## src/verilog/acsc_pkg.sv

```systemverilog
package acsc_pkg;

   // --------------------------------------------------------------
   // Register map
   // --------------------------------------------------------------
   localparam logic [7:0] ADDR_CTRL     = 8'h80;
   localparam logic [7:0] ADDR_STATUS   = 8'h81;
   localparam logic [7:0] ADDR_SRC_DLY  = 8'h9A;
   localparam logic [7:0] ADDR_MUX_DLY  = 8'h9B;
   localparam logic [7:0] ADDR_TRIM_LO  = 8'hA0;
   localparam logic [7:0] ADDR_TRIM_HI  = 8'hAF;

   // Control register fields
   localparam int CTRL_BG_EN_BIT   = 0;
   localparam int CTRL_SRC_SEL_BIT = 1;
   localparam int CTRL_SW_TRIG_BIT = 2;

   // Reset values
   localparam logic [2:0] CTRL_RST    = 3'h0;
   localparam logic [7:0] SRC_DLY_RST = 8'h00;
   localparam logic [7:0] MUX_DLY_RST = 8'h00;
   localparam logic [7:0] PHASE_CYC   = 8'h10;

   // Trim array layout: offset per core, gain per core, termination per input
   localparam int TRIM_OFS_BASE  = 0;
   localparam int TRIM_GAIN_BASE = 6;
   localparam int TRIM_TERM_BASE = 12;
   localparam int TRIM_CNT       = 16;

   // Core assignment in foreground mode and the two spares
   localparam logic [2:0] CORE_A  = 3'h0;
   localparam logic [2:0] CORE_B  = 3'h1;
   localparam logic [2:0] CORE_C  = 3'h4;
   localparam logic [2:0] CORE_D  = 3'h5;
   localparam logic [2:0] SPARE_0 = 3'h2;
   localparam logic [2:0] SPARE_1 = 3'h3;
   localparam logic [2:0] LAST_CORE = 3'h5;
   localparam logic [1:0] LAST_PHASE = 2'h2;

   // Sequencer states and calibration steps
   typedef enum logic [2:0] {ST_FG, ST_IDLE, ST_BG_CAL, ST_SWAP_SRC, ST_SWAP_MUX} acsc_state_t;
   typedef enum logic [1:0] {PH_LIN, PH_GAIN, PH_OFS} acsc_phase_t;

endpackage : acsc_pkg
```

## src/verilog/acsc_ctrl.sv

```systemverilog
// Design decision made here: the strobed register port.
`timescale 1ns/1ps
`default_nettype none

// Overview of operation
// [RL1] Foreground calibration takes cores offline and forces all outputs to zero.
// [RL2] Six cores; foreground map A=0, B=1, C=4, D=5.
// [RL3] Four-channel: spare 2 rotates with cores 0/1, spare 3 with 4/5.
// [RL4] Two-channel: cores 0 and 1 share spare core 2 only.
// [RL5] Single-channel: core 0 rotates with spare core 2.
// [RL6] Foreground calibration runs after reset; host waits before programming.
// [RL7] Trigger source select picks pin or software bit to start foreground.
// [RL8] Host enables background: enable bit, select 0, software trigger 1.
// [RL9] Spare takes over before displaced core goes offline; output never gaps.
// [RL10] Displaced core is calibrated, then replaces the next core, forever.
// [RL11] Never more than one core calibrating at once.
// [RL12] Each pass steps linearity, gain, then offset against internal reference.
// [RL13] Host should program source delay 0x1F and mux delay 0x1E.
// [RL14] Trims writable, factory values loaded at start-up.
// [RL15] Trim values read back from trim registers.
// [RL16] Trims held per core and per input.
// [RL17] Status shows foreground calibration done.
module acsc_ctrl #(
   parameter int         NUM_CH    = 4,
   parameter logic [7:0] PHASE_LEN = acsc_pkg::PHASE_CYC
) (
   input  wire logic              core_clk,
   input  wire logic              rst_n,
   input  wire logic [7:0]        reg_addr,
   input  wire logic [7:0]        reg_wdata,
   input  wire logic              reg_wr,
   input  wire logic              reg_rd,
   output logic      [7:0]        reg_rdata,
   input  wire logic              external_cal_trigger_pin,
   input  wire logic [15:0][7:0]  factory_trim,
   input  wire logic [5:0][11:0]  core_data,
   output logic      [3:0][11:0]  ch_data,
   output logic      [5:0]        core_offline,
   output logic      [5:0]        core_cal,
   output logic      [1:0]        cal_phase,
   output logic      [15:0][7:0]  trim_value,
   output logic                   fg_done
);

   // ----------------------------------------------------------------
   // State
   // ----------------------------------------------------------------
   typedef struct packed {
      acsc_pkg::acsc_state_t st;
      logic [2:0]            pin_sync;
      logic                  pin_lvl;
      logic                  trig_prev;
      logic                  bg_en;
      logic                  src_sel;
      logic                  sw_trig;
      logic [7:0]            src_dly;
      logic [7:0]            mux_dly;
      logic [15:0][7:0]      trim;
      logic                  trim_loaded;
      logic [2:0]            cal_idx;
      logic [1:0]            phase;
      logic [7:0]            cnt;
      logic [1:0]            ptr;
      logic [3:0][2:0]       serve;
      logic [1:0][2:0]       spare;
      logic                  fg_done;
      logic [3:0][11:0]      ch_data;
      logic [5:0]            offline;
      logic [5:0]            cal_mask;
      logic [7:0]            rdata;
   } acsc_reg_t;

   acsc_reg_t r_ff;
   acsc_reg_t nxt_r;

   // Foreground core-to-input assignment
   function automatic logic [3:0][2:0] home_map();
      home_map = {acsc_pkg::CORE_D, acsc_pkg::CORE_C, acsc_pkg::CORE_B, acsc_pkg::CORE_A}; // RL2
   endfunction : home_map

   // Group of a channel: A/B share spare 0, C/D share spare 1
   function automatic logic chan_group(input logic [1:0] ch);
      chan_group = ch[1]; // RL3 RL4 RL5
   endfunction : chan_group

   logic        trig_lvl;
   logic        trig_rise;
   logic        phase_end;
   logic        grp;

   // ----------------------------------------------------------------
   // Trigger selection
   // ----------------------------------------------------------------
   assign trig_lvl  = r_ff.src_sel ? r_ff.pin_lvl : r_ff.sw_trig; // RL7
   assign trig_rise = trig_lvl & ~r_ff.trig_prev;
   assign phase_end = (r_ff.cnt == 8'h00);
   assign grp       = chan_group(r_ff.ptr);

   // ----------------------------------------------------------------
   // Next state
   // ----------------------------------------------------------------
   always_comb begin
      nxt_r = r_ff;
      // Pin passes three flops; level only moves when stages 2 and 3 agree
      nxt_r.pin_sync = {r_ff.pin_sync[1:0], external_cal_trigger_pin};
      if (r_ff.pin_sync[2] == r_ff.pin_sync[1]) begin
         nxt_r.pin_lvl = r_ff.pin_sync[2];
      end
      nxt_r.trig_prev = trig_lvl;
      nxt_r.rdata     = 8'h00;

      // Factory trims load once, the first cycle after reset release
      if (!r_ff.trim_loaded) begin
         nxt_r.trim        = factory_trim; // RL14
         nxt_r.trim_loaded = 1'b1;
      end else if (reg_wr && reg_addr >= acsc_pkg::ADDR_TRIM_LO && reg_addr <= acsc_pkg::ADDR_TRIM_HI) begin
         nxt_r.trim[reg_addr[3:0]] = reg_wdata; // RL14 RL16
      end

      // Register writes
      if (reg_wr) begin
         unique case (reg_addr)
            acsc_pkg::ADDR_CTRL: begin
               nxt_r.bg_en   = reg_wdata[acsc_pkg::CTRL_BG_EN_BIT];
               nxt_r.src_sel = reg_wdata[acsc_pkg::CTRL_SRC_SEL_BIT];
               nxt_r.sw_trig = reg_wdata[acsc_pkg::CTRL_SW_TRIG_BIT];
            end
            acsc_pkg::ADDR_SRC_DLY: nxt_r.src_dly = reg_wdata;
            acsc_pkg::ADDR_MUX_DLY: nxt_r.mux_dly = reg_wdata;
            default: ;
         endcase
      end

      // Register reads, data valid the following cycle only
      if (reg_rd) begin
         if (reg_addr == acsc_pkg::ADDR_CTRL) begin
            nxt_r.rdata = {5'h00, r_ff.sw_trig, r_ff.src_sel, r_ff.bg_en};
         end else if (reg_addr == acsc_pkg::ADDR_STATUS) begin
            nxt_r.rdata = {2'h0, r_ff.cal_idx, (r_ff.st != acsc_pkg::ST_FG && r_ff.st != acsc_pkg::ST_IDLE),
                           (r_ff.st == acsc_pkg::ST_FG), r_ff.fg_done}; // RL17
         end else if (reg_addr == acsc_pkg::ADDR_SRC_DLY) begin
            nxt_r.rdata = r_ff.src_dly;
         end else if (reg_addr == acsc_pkg::ADDR_MUX_DLY) begin
            nxt_r.rdata = r_ff.mux_dly;
         end else if (reg_addr >= acsc_pkg::ADDR_TRIM_LO && reg_addr <= acsc_pkg::ADDR_TRIM_HI) begin
            nxt_r.rdata = r_ff.trim[reg_addr[3:0]]; // RL15
         end
      end

      // Calibration phase timer: linearity, gain, offset per core
      if (r_ff.st == acsc_pkg::ST_FG || r_ff.st == acsc_pkg::ST_BG_CAL) begin
         nxt_r.cnt = r_ff.cnt - 8'h01;
         if (phase_end) begin
            nxt_r.cnt   = PHASE_LEN;
            nxt_r.phase = r_ff.phase + 2'h1; // RL12
         end
      end

      // Sequencer; a trigger edge always restarts foreground
      unique case (r_ff.st)
         acsc_pkg::ST_FG: begin
            // All six cores calibrated one after another
            if (phase_end && r_ff.phase == acsc_pkg::LAST_PHASE) begin
               nxt_r.phase   = 2'h0;
               nxt_r.cal_idx = r_ff.cal_idx + 3'h1;
               if (r_ff.cal_idx == acsc_pkg::LAST_CORE) begin
                  nxt_r.st      = acsc_pkg::ST_IDLE;
                  nxt_r.cal_idx = 3'h0;
                  nxt_r.fg_done = 1'b1; // RL17
               end
            end
         end
         acsc_pkg::ST_IDLE: begin
            if (r_ff.bg_en) begin
               nxt_r.st      = acsc_pkg::ST_BG_CAL;
               nxt_r.cal_idx = r_ff.spare[grp]; // RL10
            end
         end
         acsc_pkg::ST_BG_CAL: begin
            if (!r_ff.bg_en) begin
               nxt_r.st    = acsc_pkg::ST_IDLE;
               nxt_r.phase = 2'h0;
               nxt_r.cnt   = PHASE_LEN;
            end else if (phase_end && r_ff.phase == acsc_pkg::LAST_PHASE) begin
               nxt_r.st    = acsc_pkg::ST_SWAP_SRC;
               nxt_r.phase = 2'h0;
               nxt_r.cnt   = r_ff.src_dly;
            end
         end
         acsc_pkg::ST_SWAP_SRC: begin
            // Spare input switch settles before the output mux moves
            nxt_r.cnt = r_ff.cnt - 8'h01;
            if (phase_end) begin
               nxt_r.st  = acsc_pkg::ST_SWAP_MUX;
               nxt_r.cnt = r_ff.mux_dly;
            end
         end
         acsc_pkg::ST_SWAP_MUX: begin
            nxt_r.cnt = r_ff.cnt - 8'h01;
            if (phase_end) begin
               nxt_r.serve[r_ff.ptr] = r_ff.spare[grp]; // RL9
               nxt_r.spare[grp]      = r_ff.serve[r_ff.ptr]; // RL10
               nxt_r.ptr             = (r_ff.ptr == 2'(NUM_CH - 1)) ? 2'h0 : r_ff.ptr + 2'h1;
               nxt_r.st              = acsc_pkg::ST_IDLE;
               nxt_r.cnt             = PHASE_LEN;
            end
         end
      endcase

      if (trig_rise) begin
         nxt_r.st      = acsc_pkg::ST_FG; // RL7
         nxt_r.fg_done = 1'b0;
         nxt_r.cal_idx = 3'h0;
         nxt_r.phase   = 2'h0;
         nxt_r.cnt     = PHASE_LEN;
         nxt_r.ptr     = 2'h0;
         nxt_r.serve   = home_map(); // RL2
         nxt_r.spare   = {acsc_pkg::SPARE_1, acsc_pkg::SPARE_0};
      end

      // Outputs registered from the next state
      nxt_r.cal_mask = 6'h00;
      if (nxt_r.st == acsc_pkg::ST_FG || nxt_r.st == acsc_pkg::ST_BG_CAL) begin
         nxt_r.cal_mask[nxt_r.cal_idx] = 1'b1; // RL11
      end
      nxt_r.offline = 6'h3F;
      for (int c = 0; c < 4; c++) begin
         nxt_r.ch_data[c] = 12'h000;
         if (c < NUM_CH && nxt_r.st != acsc_pkg::ST_FG) begin
            nxt_r.offline[nxt_r.serve[c]] = 1'b0;
            nxt_r.ch_data[c]              = core_data[nxt_r.serve[c]]; // RL9
         end
      end
      if (nxt_r.st == acsc_pkg::ST_SWAP_MUX || nxt_r.st == acsc_pkg::ST_SWAP_SRC) begin
         nxt_r.offline[nxt_r.spare[chan_group(nxt_r.ptr)]] = 1'b0; // RL9
      end
      if (nxt_r.st == acsc_pkg::ST_FG) begin
         nxt_r.offline = 6'h3F; // RL1
      end
   end

   // ----------------------------------------------------------------
   // Registers; reset starts the power-up foreground pass
   // ----------------------------------------------------------------
   always_ff @(posedge core_clk) begin
      if (!rst_n) begin
         r_ff             <= '0;
         r_ff.st          <= acsc_pkg::ST_FG; // RL6
         r_ff.cnt         <= PHASE_LEN;
         r_ff.serve       <= home_map();
         r_ff.spare       <= {acsc_pkg::SPARE_1, acsc_pkg::SPARE_0};
         r_ff.offline     <= 6'h3F;
         r_ff.cal_mask    <= 6'h01;
         r_ff.src_dly     <= acsc_pkg::SRC_DLY_RST;
         r_ff.mux_dly     <= acsc_pkg::MUX_DLY_RST;
         {r_ff.sw_trig, r_ff.src_sel, r_ff.bg_en} <= acsc_pkg::CTRL_RST;
      end else begin
         r_ff <= nxt_r;
      end
   end

   assign reg_rdata    = r_ff.rdata;
   assign ch_data      = r_ff.ch_data;
   assign core_offline = r_ff.offline;
   assign core_cal     = r_ff.cal_mask;
   assign cal_phase    = r_ff.phase;
   assign trim_value   = r_ff.trim;
   assign fg_done      = r_ff.fg_done;
endmodule : acsc_ctrl

`default_nettype wire

```

## config.mk

```make
export PLATFORM = sky130hd
export DESIGN_NAME = acsc_ctrl
export DESIGN_NICKNAME = d
export VERILOG_FILES = /design/src/verilog/acsc_pkg.sv /design/src/verilog/acsc_ctrl.sv
export SDC_FILE = /design/constraint.sdc
export NUM_CORES = 1
export LEC_CHECK = 0
export ABC_AREA = 0
export BUFFER_PORTS_ARGS = -buffer_cell sky130_fd_sc_hd__buf_4
export CAP_MARGIN = 10
export CELL_PAD_IN_SITES_DETAIL_PLACEMENT = 0
export CELL_PAD_IN_SITES_GLOBAL_PLACEMENT = 2
export CORE_ASPECT_RATIO = 1.25
export CORE_UTILIZATION = 32
export CTS_CLUSTER_DIAMETER = 60
export CTS_CLUSTER_SIZE = 30
export DETAILED_ROUTE_END_ITERATION = 10
export PLACE_DENSITY_LB_ADDON = 0.2
export SETUP_SLACK_MARGIN = 0.15
export SYNTH_ARGS = -nofsm -noshare
export SYNTH_HDL_FRONTEND = slang
export SYNTH_SLANG_ARGS = --single-unit
```

## constraint.sdc

```tcl
create_clock -name core_clk -period 3.3 [get_ports core_clk]
set_clock_uncertainty 0.2 [all_clocks]
set_input_delay 0.66 -clock core_clk [delete_from_list [all_inputs] [get_ports core_clk]]
set_output_delay 0.66 -clock core_clk [all_outputs]
set_load 0.05 [all_outputs]
```

==> results of run 1 <==
[sequential cells by signal (all words and copies together) (netlist names)]
name and cells:
r_ff 56, reg_rdata 8, core_cal 6, grp 1
ch_data 48, nxt_r 2, fg_done 1, core_offline 6
trim_value 128, cal_phase 2
[path summary, 6_finish.rpt]
check | endpoint | slack [ns]
setup reg to reg | ch_data[39] | 0.26
hold reg to reg | nxt_r[254] | 0.24
hold / removal | nxt_r[253] | 0.13
setup / recovery | ch_data[39] | 0.26
[through the flow]
| stage | area, um^2 | hold slack, ns | power, W |
|---|---|---|---|
| 4_1_cts | 20200 | 0.113 | 0.00945 |
| 3_5_place_dp | 19000 | 0.237 | 0.00544 |
| 2_1_floorplan | 16100 | 0.212 | 0.00479 |
| 3_3_place_gp | 19000 | 0.235 | 0.00544 |
| 6_report | 20300 | 0.134 | 0.00937 |
| 5_1_grt | 20300 | 0.118 | 0.00970 |
[power by group through the flow]
stage,logic (W),registers [W],clock network (W)
after global placement,0.00193,0.00351,0
after CTS,0.00194,0.00344,0.00407
after global routing,0.00206,0.00346,0.00418
final,0.00194,0.00345,0.00397
after floorplan,0.00137,0.00342,0
after detailed placement,0.00194,0.00351,0
[cell type report]
| type | count | area share |
|---|---|---|
| multi-input cells | 1259 | 0.435 |
| flip-flops and latches | 258 | 0.254 |
| repair buffers | 542 | 0.210 |
| clock buffers | 39 | 0.0453 |
| well taps | 651 | 0.0400 |
| clock inverters | 25 | 0.0130 |
| inverters | 16 | 0.00307 |
| diodes | 1 | 0.000123 |
[layer usage]
layer	global-route usage	up-vias	wire length (um)
met5	0	-	0
met4	0.0941	0	2270
met3	0.0538	115	4800
met2	0.478	664	36600
met1	0.318	7728	27900
li1	-	7188	-
[critical path, cell delays in order, from the launching register on]
cell and delay, ns:
sky130_fd_sc_hd__dfxtp_1 0.37, sky130_fd_sc_hd__inv_1 0.08, sky130_fd_sc_hd__ha_1 0.21, sky130_fd_sc_hd__nor3b_4 0.16, sky130_fd_sc_hd__and4_1 0.23, sky130_fd_sc_hd__buf_4 0.15, sky130_fd_sc_hd__nor4b_1 0.30, sky130_fd_sc_hd__a31oi_1 0.11
sky130_fd_sc_hd__nor2_1 0.63, sky130_fd_sc_hd__a22oi_1 0.19, sky130_fd_sc_hd__a31oi_1 0.23, sky130_fd_sc_hd__buf_4 0.13
[what timing repair did]
action	CTS	global route
setup endpoints to repair	8	48
gates resized for setup	3	3
buffers inserted	0	6
gates cloned	0	1
pin swaps	0	5
[cells in the final DEF (no fill, tap or decap), types with 4 or more instances in the layout]
master	Yosys	layout
sky130_fd_sc_hd__clkbuf_16	0	36
sky130_fd_sc_hd__nor2b_1	16	16
sky130_fd_sc_hd__a221oi_1	14	14
sky130_fd_sc_hd__and3_1	6	5
sky130_fd_sc_hd__mux2i_1	93	93
sky130_fd_sc_hd__a22oi_1	36	36
sky130_fd_sc_hd__dfxtp_1	258	257
sky130_fd_sc_hd__and4_1	4	4
sky130_fd_sc_hd__inv_6	0	7
sky130_fd_sc_hd__a31oi_1	25	24
sky130_fd_sc_hd__buf_12	0	15
sky130_fd_sc_hd__nor2_2	7	7
sky130_fd_sc_hd__a21oi_1	81	81
sky130_fd_sc_hd__o21ai_0	52	52
sky130_fd_sc_hd__nor4_1	6	6
sky130_fd_sc_hd__ha_1	6	6
sky130_fd_sc_hd__a222oi_1	25	25
sky130_fd_sc_hd__a22o_1	12	12
sky130_fd_sc_hd__mux2_2	51	51
sky130_fd_sc_hd__nor2_1	197	196
sky130_fd_sc_hd__nand2b_1	8	8
sky130_fd_sc_hd__nand2_1	203	203
sky130_fd_sc_hd__o31ai_1	6	6
sky130_fd_sc_hd__mux2_1	4	4
sky130_fd_sc_hd__clkinv_2	0	6
sky130_fd_sc_hd__a31o_2	5	4
sky130_fd_sc_hd__nand3_1	81	81
sky130_fd_sc_hd__or2_2	9	9
sky130_fd_sc_hd__a211oi_1	68	68
sky130_fd_sc_hd__mux4_2	40	40
sky130_fd_sc_hd__inv_1	16	15
sky130_fd_sc_hd__nor3_1	21	19
sky130_fd_sc_hd__buf_4	207	526
sky130_fd_sc_hd__a311oi_1	67	67
sky130_fd_sc_hd__and2_1	10	10
sky130_fd_sc_hd__nand4_1	9	9
sky130_fd_sc_hd__o22a_1	7	7
[logic make-up (layout without fill, tap and decap cells)]
group                      Yosys count  after routing  share of synthesized area
AOI/OAI and AO/OA                  441            441                      0.201
xor gates and xnor gates             5              5                    0.00271
adders and majority gates            7              7                    0.00527
buffers and inverters              353            622                      0.136
DFF                                258            258                      0.320
muxes                              191            191                      0.155
other                                0              1                          0
and+or+nand+nor                    615            615                      0.180
==> results.txt, run 1 <==
The top cell type by total area after synthesis is sky130_fd_sc_hd__dfxtp_1. The share of the yosys chip area belonging to registers is 0.320. In this run, placement finished with an instance count of 2719. The final standard cell utilization of the core is 0.411. The number of ports placed on the die boundary came out at 420. The final worst-path cycle share came out at 0.923.

The most critical setup path has its startpoint at r_ff[89]. The maximum buffer depth of the clock tree is 3. In the final layout, flip-flops and latches occupy 5170 um^2.

After legalization and detailed placement, the total HPWL measured 52700 um. The number of optimization iterations in the first detailed-route pass is 6. The number of hold buffers added after CTS was 0.

The footprint of the multi-input gates came out at 8840 um^2. Dividing the detail-routed via count by the number of cells gives 5.62. STA puts the critical path data required time at 3.60 ns. The cell count after synthesis came out at between 1500 and 2000. The number of H-tree levels came out at 2. The worst slack at placement is 0.119 ns. The number of max-cap violations is 0.

The hold path depth is 2. Of the total power, registers draw 0.368. For this run, the total global-route usage over all layers was measured as 0.269. The overall die width is between 200 and 250 um.

The sum of negative setup slack is 0 ns. In the post-synthesis netlist, the cell with the most instances is sky130_fd_sc_hd__dfxtp_1. The worst register-to-register path begins at r_ff[89]. The overall routed net length came out at 71600 um. The data arrival time of the critical path is 3.35 ns. The number of violations reported at the end of detailed-routing iteration 0 came out at 1270. Setup repair after global routing could not meet its margin everywhere. The startpoint identified for the worst hold timing path is external_cal_trigger_pin. The congestion estimate from routability-driven global placement came to between 0.8 and 0.9. The fmax is ~330 MHz. The floorplan has 91 rows. The number of antenna violations at the first check in global routing came out at 1. The synthesized netlist net count came out at roughly 2100.

IR analysis of the VDD net gives a maximum drop of between 0.2 and 0.3 mV. The proportion of power drawn by combinational gates is 0.208. The fraction of power spent switching nets is 0.331. The transition at the pin with the smallest max-transition slack came out at between 0.9 and 1 ns. The number of global-route vias before repair is 15600. After layout, the worst setup slack is about 0.26 ns.

The floorplan die area is between 50000 and 60000 um^2. The power density normalized to cell area came out at approximately 460 nW/um^2. The layout net count is roughly 2300.

The clock transition time at the flip-flop clock pins of the worst setup and hold paths came out at 0.06 ns. The pin count of the biggest net entering global routing is 152. The quantity of I/O buffers inserted on ports came out at 419. The maximum fanout along the worst path is 6. The type of the setup path with the least slack is register to register. The worst pin sits at a relative slew slack of 0.381. The leakage power total came out at 8.26 nW. The remaining antenna violation count is 0.

The total overflow left after global routing is 0. The clock sink count is 258. The worst-case reg-to-reg path depth came out at 11.

The TritonCTS clock tree is built. The growth of design area from synthesis to finish came out at 26.0%. In the synthesized netlist the async set-or-reset flop fraction comes to 0. In this run, CTS created clock tree buffers numbering 35.

The initial utilization of the core area, before any placement, comes to 0.326. From bottom edge to top edge, the die measures 253 um. The share of layout cells above drive strength 1 is 0.356.

The post-route non-filler standard cell count is between 2000 and 3000. The number of remaining DRC errors is 0. Counting instances in the post-synthesis netlist gives the leading cell types as sky130_fd_sc_hd__dfxtp_1, sky130_fd_sc_hd__buf_4, sky130_fd_sc_hd__nand2_1, sky130_fd_sc_hd__nor2_1, sky130_fd_sc_hd__mux2i_1.

STA classifies the critical path endpoint as a register. The standard cell core area is 49500 um^2. The first global-routing pass estimated between 100000 and 150000 um of wire. The proportion of power drawn by the clock network came out at 0.424.

The count of flip-flops with a built-in enable after synthesis is 0. In the post-synthesis netlist, the biggest area contributors are sky130_fd_sc_hd__dfxtp_1, sky130_fd_sc_hd__buf_4, sky130_fd_sc_hd__mux2i_1. The type of the most critical hold path is input pin to register. Of the post-synthesis cell area, the dominant cell type holds 0.320.

The switching power is between 0.003 and 0.004 W. The kind of launch point of the worst setup path is a register. The run finished with clean final reports.

The tree is rooted in a sky130_fd_sc_hd__clkbuf_16. The internal power consumption came out at around 0.0063 W. The top flip-flop cell by instance count after synthesis is sky130_fd_sc_hd__dfxtp_1. Counting flops and latches in the post-synthesis netlist gives 258.

The total setup violations reported at the end of the flow is 0. The number of warnings printed during yosys synthesis is 0. The number of distinct standard cells referenced by the synthesized netlist came out at 92. The area of the mapped netlist is 16100 um^2. Counting I/O delays and the setup requirement, the final critical path takes 3.04 ns.

The final number of max-transition violations is 0. The count of endpoints failing hold in the final timing report is 0. The wire length per cell is ~26 um. The clock latency on the worst-skew pair is 0.56 ns. The count of vias placed by the detailed router is 15700.

The mean post-synth cell area is 8.64 um^2. The fill cell instance count of the final layout came out at 5059.
Note: power is estimated with default switching activity, not from simulation.
==> inputs of run 2 (changes only) <==
--- a/config.mk
+++ b/config.mk
@@ -13,3 +13,3 @@
 export CORE_ASPECT_RATIO = 1.25
-export CORE_UTILIZATION = 32
+export CORE_UTILIZATION = 34
 export CTS_CLUSTER_DIAMETER = 60
@@ -17,3 +17,3 @@
 export DETAILED_ROUTE_END_ITERATION = 10
-export PLACE_DENSITY_LB_ADDON = 0.2
+export PLACE_DENSITY = 0.93
 export SETUP_SLACK_MARGIN = 0.15
==> constraint.sdc (replaced) <==
create_clock -name core_clk -period 3.6 [get_ports core_clk]
set_clock_uncertainty 0.2 [all_clocks]
set_input_delay 0.36 -clock core_clk [delete_from_list [all_inputs] [get_ports core_clk]]
set_output_delay 0.36 -clock core_clk [all_outputs]
set_load 0.05 [all_outputs]
==> run 2 against run 1 <==
  * Critical path depth rose by 1
  * Non-clock buffer count is 200 higher
  * Power shrank 9.3%
  * Utilization grew 6.7 points
  * Global-route usage up 0.36 points
  * Design area grew 9.1%
  * Worst hold slack got worse by 0.11 ns
  * Sequential share of layout area decreased by 2.1 points
  * Final cell count is 6.2% higher
  * Largest cell class unchanged
==> results.txt, run 2 (synthesis results as in run 1) <==
The number of max-cap violations is 0 (unchanged). The count of endpoints failing hold in the final timing report is 0 (unchanged). The number of remaining DRC errors came out at 0 (unchanged).

The count of vias placed by the detailed router is 16800 (+7.2%). The worst setup path is captured at a register. The placed cell count came out at 2647 (-2.6%). The wire length of the first global-routing pass came to 102000 um (-2.1%). The data arrival time of the critical path came out at 3.62 ns (+0.27 ns).

The floorplan die area came out at 48400 um^2 (-5.8%). The sum of negative setup slack is 0 ns (unchanged). The overall routed net length is 68400 um (-4.4%). The root cell of the clock tree is sky130_fd_sc_hd__clkbuf_16. The transition at the pin with the smallest max-transition slack came out at 1.26 ns (+0.335 ns).

The quantity of I/O buffers inserted on ports is 419 (unchanged). The number of flip-flops in the largest register came to 128 (unchanged). The final worst-path cycle share was 0.927 (+0.00402). The number of global-route vias before repair came out at 16900 (+8.3%). The leftover overflow at the end of global routing came out at 0 (unchanged). The setup path with the least slack is of type register to register. The library cells used most frequently in the layout, excluding fill and tap cells, are sky130_fd_sc_hd__buf_4, sky130_fd_sc_hd__dfxtp_1, sky130_fd_sc_hd__dlygate4sd3_1, sky130_fd_sc_hd__nand2_1, sky130_fd_sc_hd__nor2_1. The data required time at the worst endpoint was 3.89 ns (+0.29 ns). The global-route usage over all layers came out at 0.272 (+0.00358).

The fmax is 300 MHz (-8.7%). Setup repair after global routing could not meet its margin everywhere. The number of H-tree levels is 1 (-1). The footprint of the multi-input gates came out at 8830 um^2 (-0.16%). The clock sink count is 258 (unchanged).

The clock latency on the worst-skew pair came out at 0.60 ns (+0.04 ns). The standard cell core area came out at 46500 um^2 (-6.2%). The pin count of the biggest net entering global routing came out at 153 (+0.66%). The worst slew margin relative to its limit came out at 0.152 (-0.229). The layout net count is 2534 (+8.3%). The number of optimization iterations in the first detailed-route pass came out at 7 (+1). The leakage power total is 8.95 nW (+8.3%). The power density normalized to cell area is 383 nW/um^2 (-17%).

The remaining antenna violation count came out at 0 (unchanged). The run finished with clean final reports. The TritonCTS clock tree is built. The post-route non-filler standard cell count came out at 2963 (+6.2%). The growth of design area from synthesis to finish is 37.4%.

The initial cell density of the core is 0.348 (+0.0215). The number of violations reported at the end of detailed-routing iteration 0 is 1385 (+9.1%). The number of ports placed on the die boundary is 420 (unchanged). The clock transition time at the flip-flop clock pins of the worst setup and hold paths came out at 0.07 ns (about the same). The final critical delay including setup and external delays is 3.34 ns (+0.291 ns).

The post-detailed-route via-to-cell ratio is 5.68 (+0.99%). The half-perimeter wire length after placement is 48300 um (-8.4%). The wire length per cell is 23.1 um (-10%). The height of the die is 246 um (-3.0%). The count of standard-cell rows was 88 (-3.3%). The peak supply drop is 0.348 mV (+22%).

The fill cell instance count of the final layout is 4424 (-13%). The number of antenna violations at the first check in global routing came out at 3 (+2). The maximum buffer depth of the clock tree is 3 (unchanged). The worst setup path is launched from a register. The worst hold path belongs to the class input pin to register. The maximum fanout along the worst path is 8 (+2). The final-layout worst hold slack is 0.0282 ns (-0.106 ns). The final RePlAce weighted congestion came to 0.928 (+3.3%). The share of layout cells above drive strength 1 is 0.300 (-0.0559).

Leaving out fill and tap cells, the most frequent cell in the layout is sky130_fd_sc_hd__buf_4. The flip-flop and latch area came to 5170 um^2 (unchanged). The overall die width is 197 um (-3.0%).

The total setup violations reported at the end of the flow is 0 (unchanged). The final number of max-transition violations came out at 0 (unchanged). The CTS buffer count is 30 (-14%).
-- run 2: cell count changes in the layout (fill, tap and decap cells not counted), sizes merged --
cell         before  now
buf             541  487
clkinv           10    6
clkinvlp          2    5
clkbuf           40   30
dlygate4sd3       0  255
inv              27   28
diode             1    2
bufinv            2    3
-- run 2: layer usage --
metal | GRT usage | routed length, um | vias up
met5 | 0 | 12 | -
met4 | 0.148 | 3710 | 2
met3 | 0.0503 | 5090 | 218
met2 | 0.492 | 34800 | 912
met1 | 0.299 | 24800 | 8106
li1 | - | - | 7589
-- run 2: power by group --
group | internal (W) | leakage, nW | switching, W | total, W
Combinational | 0.000854 | 6.32 | 0.00113 | 0.00198
Sequential | 0.00299 | 2.12 | 0.000163 | 0.00315
Clock | 0.00183 | 0.511 | 0.00153 | 0.00336
-- run 2: stage by stage --
| stage | setup WS, ns | total power [W] | area, um^2 | util |
|---|---|---|---|---|
| global route | 0.109 | 0.00878 | 22200 | 0.478 |
| detailed placement | 0.237 | 0.00493 | 18500 | 0.398 |
| finish | 0.264 | 0.00850 | 22200 | 0.478 |
| CTS | 0.179 | 0.00849 | 22100 | 0.477 |
| global placement | 0.308 | 0.00491 | 18500 | 0.398 |
| floorplan | 0.716 | 0.00439 | 16100 | - |
-- run 2: cell type report --
class,instances,area share
Multi-Input combinational cell,1259,0.398
Clock buffer,30,0.0338
Tap cell,630,0.0355
Clock inverter,26,0.0147
Timing Repair Buffer,742,0.282
Antenna cell,2,0.000225
Inverter,16,0.00282
Sequential cell,258,0.233
-- run 2: worst max-delay path, cell delays in order (launching register included) --
cell and delay (ns):
sky130_fd_sc_hd__dfxtp_1 0.33, sky130_fd_sc_hd__inv_1 0.09, sky130_fd_sc_hd__ha_2 0.23, sky130_fd_sc_hd__nor3b_4 0.33
sky130_fd_sc_hd__buf_4 0.20, sky130_fd_sc_hd__nand4_2 0.19, sky130_fd_sc_hd__buf_6 0.20, sky130_fd_sc_hd__mux2i_4 0.17
sky130_fd_sc_hd__nor3_2 0.08, sky130_fd_sc_hd__buf_4 0.18, sky130_fd_sc_hd__a222oi_1 0.35, sky130_fd_sc_hd__dlygate4sd3_1 0.60
sky130_fd_sc_hd__a21oi_1 0.06
-- run 2: worst paths after layout --
check,startpoint,endpoint,slack [ns],cells past startpoint
worst max-delay path,r_ff[89],ch_data[18],0.26,12
worst min-delay path,core_data[22],ch_data[22],0.03,4
worst max register to register,r_ff[89],ch_data[18],0.26,12
worst min register to register,nxt_r[253],nxt_r[254],0.24,1
-- run 2: what timing repair did --
action	in CTS	in global routing
buffers inserted	0	3
endpoints found under the hold margin	206	0
hold buffers	255	0
resized for setup	0	8
setup endpoints to repair	0	26
==> inputs of run 3 (changes only) <==
Settings changed: CORE_UTILIZATION 34 to 28, PLACE_DENSITY 0.93 to 0.82.
Clock period 3.6 ns to 3 ns, I/O delays scaled along.
==> run 3 against run 2 <==
  * Sequential power up 21%
  * Worst hold slack lost 0.0098 ns
  * Flip-flop and latch count stayed put
  * Combinational power is 34% higher
  * Largest cell class unchanged
==> results.txt, run 3 (synthesis results as in run 1) <==
The run finished with clean final reports. The kind of launch point of the worst setup path is a register. The worst slew margin relative to its limit came out at 0.288 (+0.136). The proportion of power drawn by the clock network was 0.371 (-0.024). The peak supply drop is 0.498 mV (+43%). The final number of max-transition violations is 0 (unchanged). The quantity of I/O buffers inserted on ports came out at 419 (unchanged). The worst-case reg-to-reg path depth came out at 13 (+1). The total setup violations reported at the end of the flow is 0 (unchanged).

The internal power consumption is 0.00696 W (+23%). The clock sink count was 258 (unchanged). The global-route usage over all layers came out at 0.237 (-0.0356).

The clock transition time at the flip-flop clock pins of the worst setup and hold paths came out at 0.07 ns (about the same). The count of endpoints failing hold in the final timing report was 0 (unchanged). The fmax is 350 MHz (+17%).

The min-delay analysis places its worst path in the category input pin to register. The initial cell density of the core is 0.283 (-0.0649). The final standard cell utilization of the core came out at 0.409 (-0.0684).

The sum of buffers and inverters on the critical path came out at 5 (unchanged). The data arrival time of the critical path is 3.13 ns (-0.49 ns). The number of optimization iterations in the first detailed-route pass is 9 (+2).

The half-perimeter wire length after placement is 52000 um (+7.6%). The most common cell after layout, fill and taps aside is sky130_fd_sc_hd__buf_4. The layout net count came out at 2623 (+3.5%).

The top cell types in the final layout, fill and taps aside, are sky130_fd_sc_hd__buf_4, sky130_fd_sc_hd__dlygate4sd3_1, sky130_fd_sc_hd__dfxtp_1, sky130_fd_sc_hd__nand2_1, sky130_fd_sc_hd__nor2_1. The worst stage delay on the critical path is 0.58 ns (-0.02 ns). The share of layout cells above drive strength 1 came out at 0.324 (+0.0239). The number of flip-flops in the largest register came out at 128 (unchanged). The terminus of the critical flop-to-flop path is core_offline[1]. The leakage power total is 9.53 nW (+6.5%). The root cell of the clock tree is sky130_fd_sc_hd__clkbuf_16. The pin count of the biggest net entering global routing was 151 (-1.3%).

The height of the die came out at 271 um (+10%). The power density normalized to cell area came to 440 nW/um^2 (+15%). The worst slack at placement came to 0.0276 ns (-0.209 ns). The leftover overflow at the end of global routing came out at 0 (unchanged).

The top cell family by delay on the critical path is simple AND/OR/NAND/NOR gates. The final critical delay including setup and external delays came out at 2.85 ns (-0.482 ns). The count of standard-cell rows is 98 (+11%). The number of remaining DRC errors came to 0 (unchanged).

The part of the total power dissipated in sequential elements came to 0.370 (about the same). The hold path depth came out at 5 (+1). The switching power came out at 0.00333 W (+18%). The overall die width was 217 um (+10%). The startpoint of the worst-slack reg-to-reg timing path is r_ff[89].

The number of global-route vias before repair came out at 17100 (+1.4%). The growth of design area from synthesis to finish is 44.8%. The wire length per cell is 23.0 um (-0.48%).

The sum of negative setup slack is 0 ns (unchanged). The critical path in this run is classified as register to register. The wire length of the first global-routing pass was 107000 um (+4.9%).

Setup repair after global routing could not meet its margin everywhere. The overall routed net length came out at 72800 um (+6.4%). The critical hold path startpoint is reg_addr[5]. The fill cell instance count of the final layout came out at 5779 (+31%). The number of logic stages on the critical path including buffering was 13 (+1). The cell that appears most often on the critical path is sky130_fd_sc_hd__buf_12.

The maximum fanout along the worst path is 7 (-1). The count of vias placed by the detailed router is 17000 (+1.2%). The number of H-tree levels is 1 (unchanged). The number of violations reported at the end of detailed-routing iteration 0 is 1519 (+9.7%).

The standard cell core area came out at 57100 um^2 (+23%). For hold timing, the worst endpoint is r_ff[249]. The remaining antenna violation count was 0 (unchanged). The maximum buffer depth of the clock tree is 3 (unchanged). The clock latency on the worst-skew pair is 0.58 ns (-0.02 ns). The slowest stage cell on the critical path is sky130_fd_sc_hd__or4_4. The final RePlAce weighted congestion is 0.895 (-3.6%).

TritonCTS built the clock tree. The reg-to-reg setup timing slack came out at 0.15 ns (-0.12 ns). The proportion of power drawn by combinational gates is 0.259 (+0.025).

The number of antenna violations at the first check in global routing came out at 5 (+2). The CTS buffer count came out at 28 (-6.7%). The floorplan die area is 58600 um^2 (+21%).

The final worst-path cycle share is 0.951 (+0.0247). The critical path endpoint category is a register. The critical path goes through inv_2, ha_4, nor3b_4, buf_12, buf_12, buf_4, nand4_4, or4_4, o41ai_4, clkbuf_16, a22o_1, nor3_1, o22a_1. The data required time at the worst endpoint is 3.27 ns (-0.62 ns).

The fraction of power spent switching nets was 0.323 (-0.00936). The post-detailed-route via-to-cell ratio came out at 5.37 (-5.4%). The number of ports placed on the die boundary is 420 (unchanged). The setup slack after layout came out at 0.146 ns (-0.118 ns). The transition at the pin with the smallest max-transition slack is 1.07 ns (-0.195 ns).

The number of max-cap violations came out at 0 (unchanged).
## run 3: what timing repair did
| item | 4_1_cts | 5_1_grt |
|---|---|---|
| setup buffers | 2 | 20 |
| pin swaps | 0 | 11 |
| setup endpoints to repair | 18 | 75 |
| endpoints found under the hold margin | 217 | 0 |
| gates resized for setup | 7 | 38 |
| cloned | 0 | 3 |
| hold buffers | 280 | 0 |
## run 3: metal layers
| metal | track usage | part of all wire | wire (um) |
|---|---|---|---|
| met4 | 0.117 | 0.050 | 3650 |
| met1 | 0.263 | 0.38 | 27400 |
| met2 | 0.429 | 0.51 | 36800 |
| met5 | 0 | 0.00037 | 27 |
| met3 | 0.0418 | 0.068 | 4940 |
## run 3: stage by stage
stage                     cells  cell area, um^2  power [W]  hold WS [ns]
after floorplan            1870            16200    0.00527         0.128
after global placement     2811            19200    0.00600         0.246
after detailed placement   2811            19200    0.00601         0.233
after CTS                  3145            23000     0.0101       0.00126
after global routing       3169            23400     0.0106        0.0258
final                      3169            23400     0.0103        0.0184
## run 3: final cells by class
type / instances / area (um^2) / area share
Clock buffer: 33 / 772 / 0.0330
Multi-Input combinational cell: 1259 / 8960 / 0.383
Tap cell: 750 / 938 / 0.0401
Timing Repair Buffer: 833 / 7250 / 0.310
Antenna cell: 1 / 2.50 / 0.000107
Sequential cell: 258 / 5170 / 0.221
Inverter: 16 / 62.6 / 0.00268
Clock inverter: 19 / 224 / 0.00958
## run 3: worst register-to-register path, cell delays in order (launching register included)
cell	delay, ns
sky130_fd_sc_hd__dfxtp_2	0.32
sky130_fd_sc_hd__inv_2	0.08
sky130_fd_sc_hd__ha_4	0.14
sky130_fd_sc_hd__nor3b_4	0.21
sky130_fd_sc_hd__buf_12	0.14
sky130_fd_sc_hd__buf_12	0.10
sky130_fd_sc_hd__buf_4	0.11
sky130_fd_sc_hd__nand4_4	0.12
sky130_fd_sc_hd__or4_4	0.58
sky130_fd_sc_hd__o41ai_4	0.11
sky130_fd_sc_hd__clkbuf_16	0.25
sky130_fd_sc_hd__a22o_1	0.13
sky130_fd_sc_hd__nor3_1	0.06
sky130_fd_sc_hd__o22a_1	0.20
## run 3: power by group through the flow
stage / combinational, W / sequential [W] / clock, W
finish: 0.00266 / 0.00381 / 0.00381
global route: 0.00280 / 0.00382 / 0.00402
CTS: 0.00245 / 0.00380 / 0.00389
detailed placement: 0.00213 / 0.00388 / 0
global placement: 0.00213 / 0.00388 / 0
floorplan: 0.00151 / 0.00376 / 0
## run 3: worst max-delay path by stage
stage                   from              end  slack [ns]
global placement    r_ff[89]      ch_data[33]        0.08
detailed placement  r_ff[89]  core_offline[2]        0.03
finish              r_ff[89]  core_offline[1]        0.15
global route        r_ff[89]  core_offline[1]        0.08
CTS                 r_ff[89]      ch_data[40]        0.16
floorplan           r_ff[89]  core_offline[3]        0.17
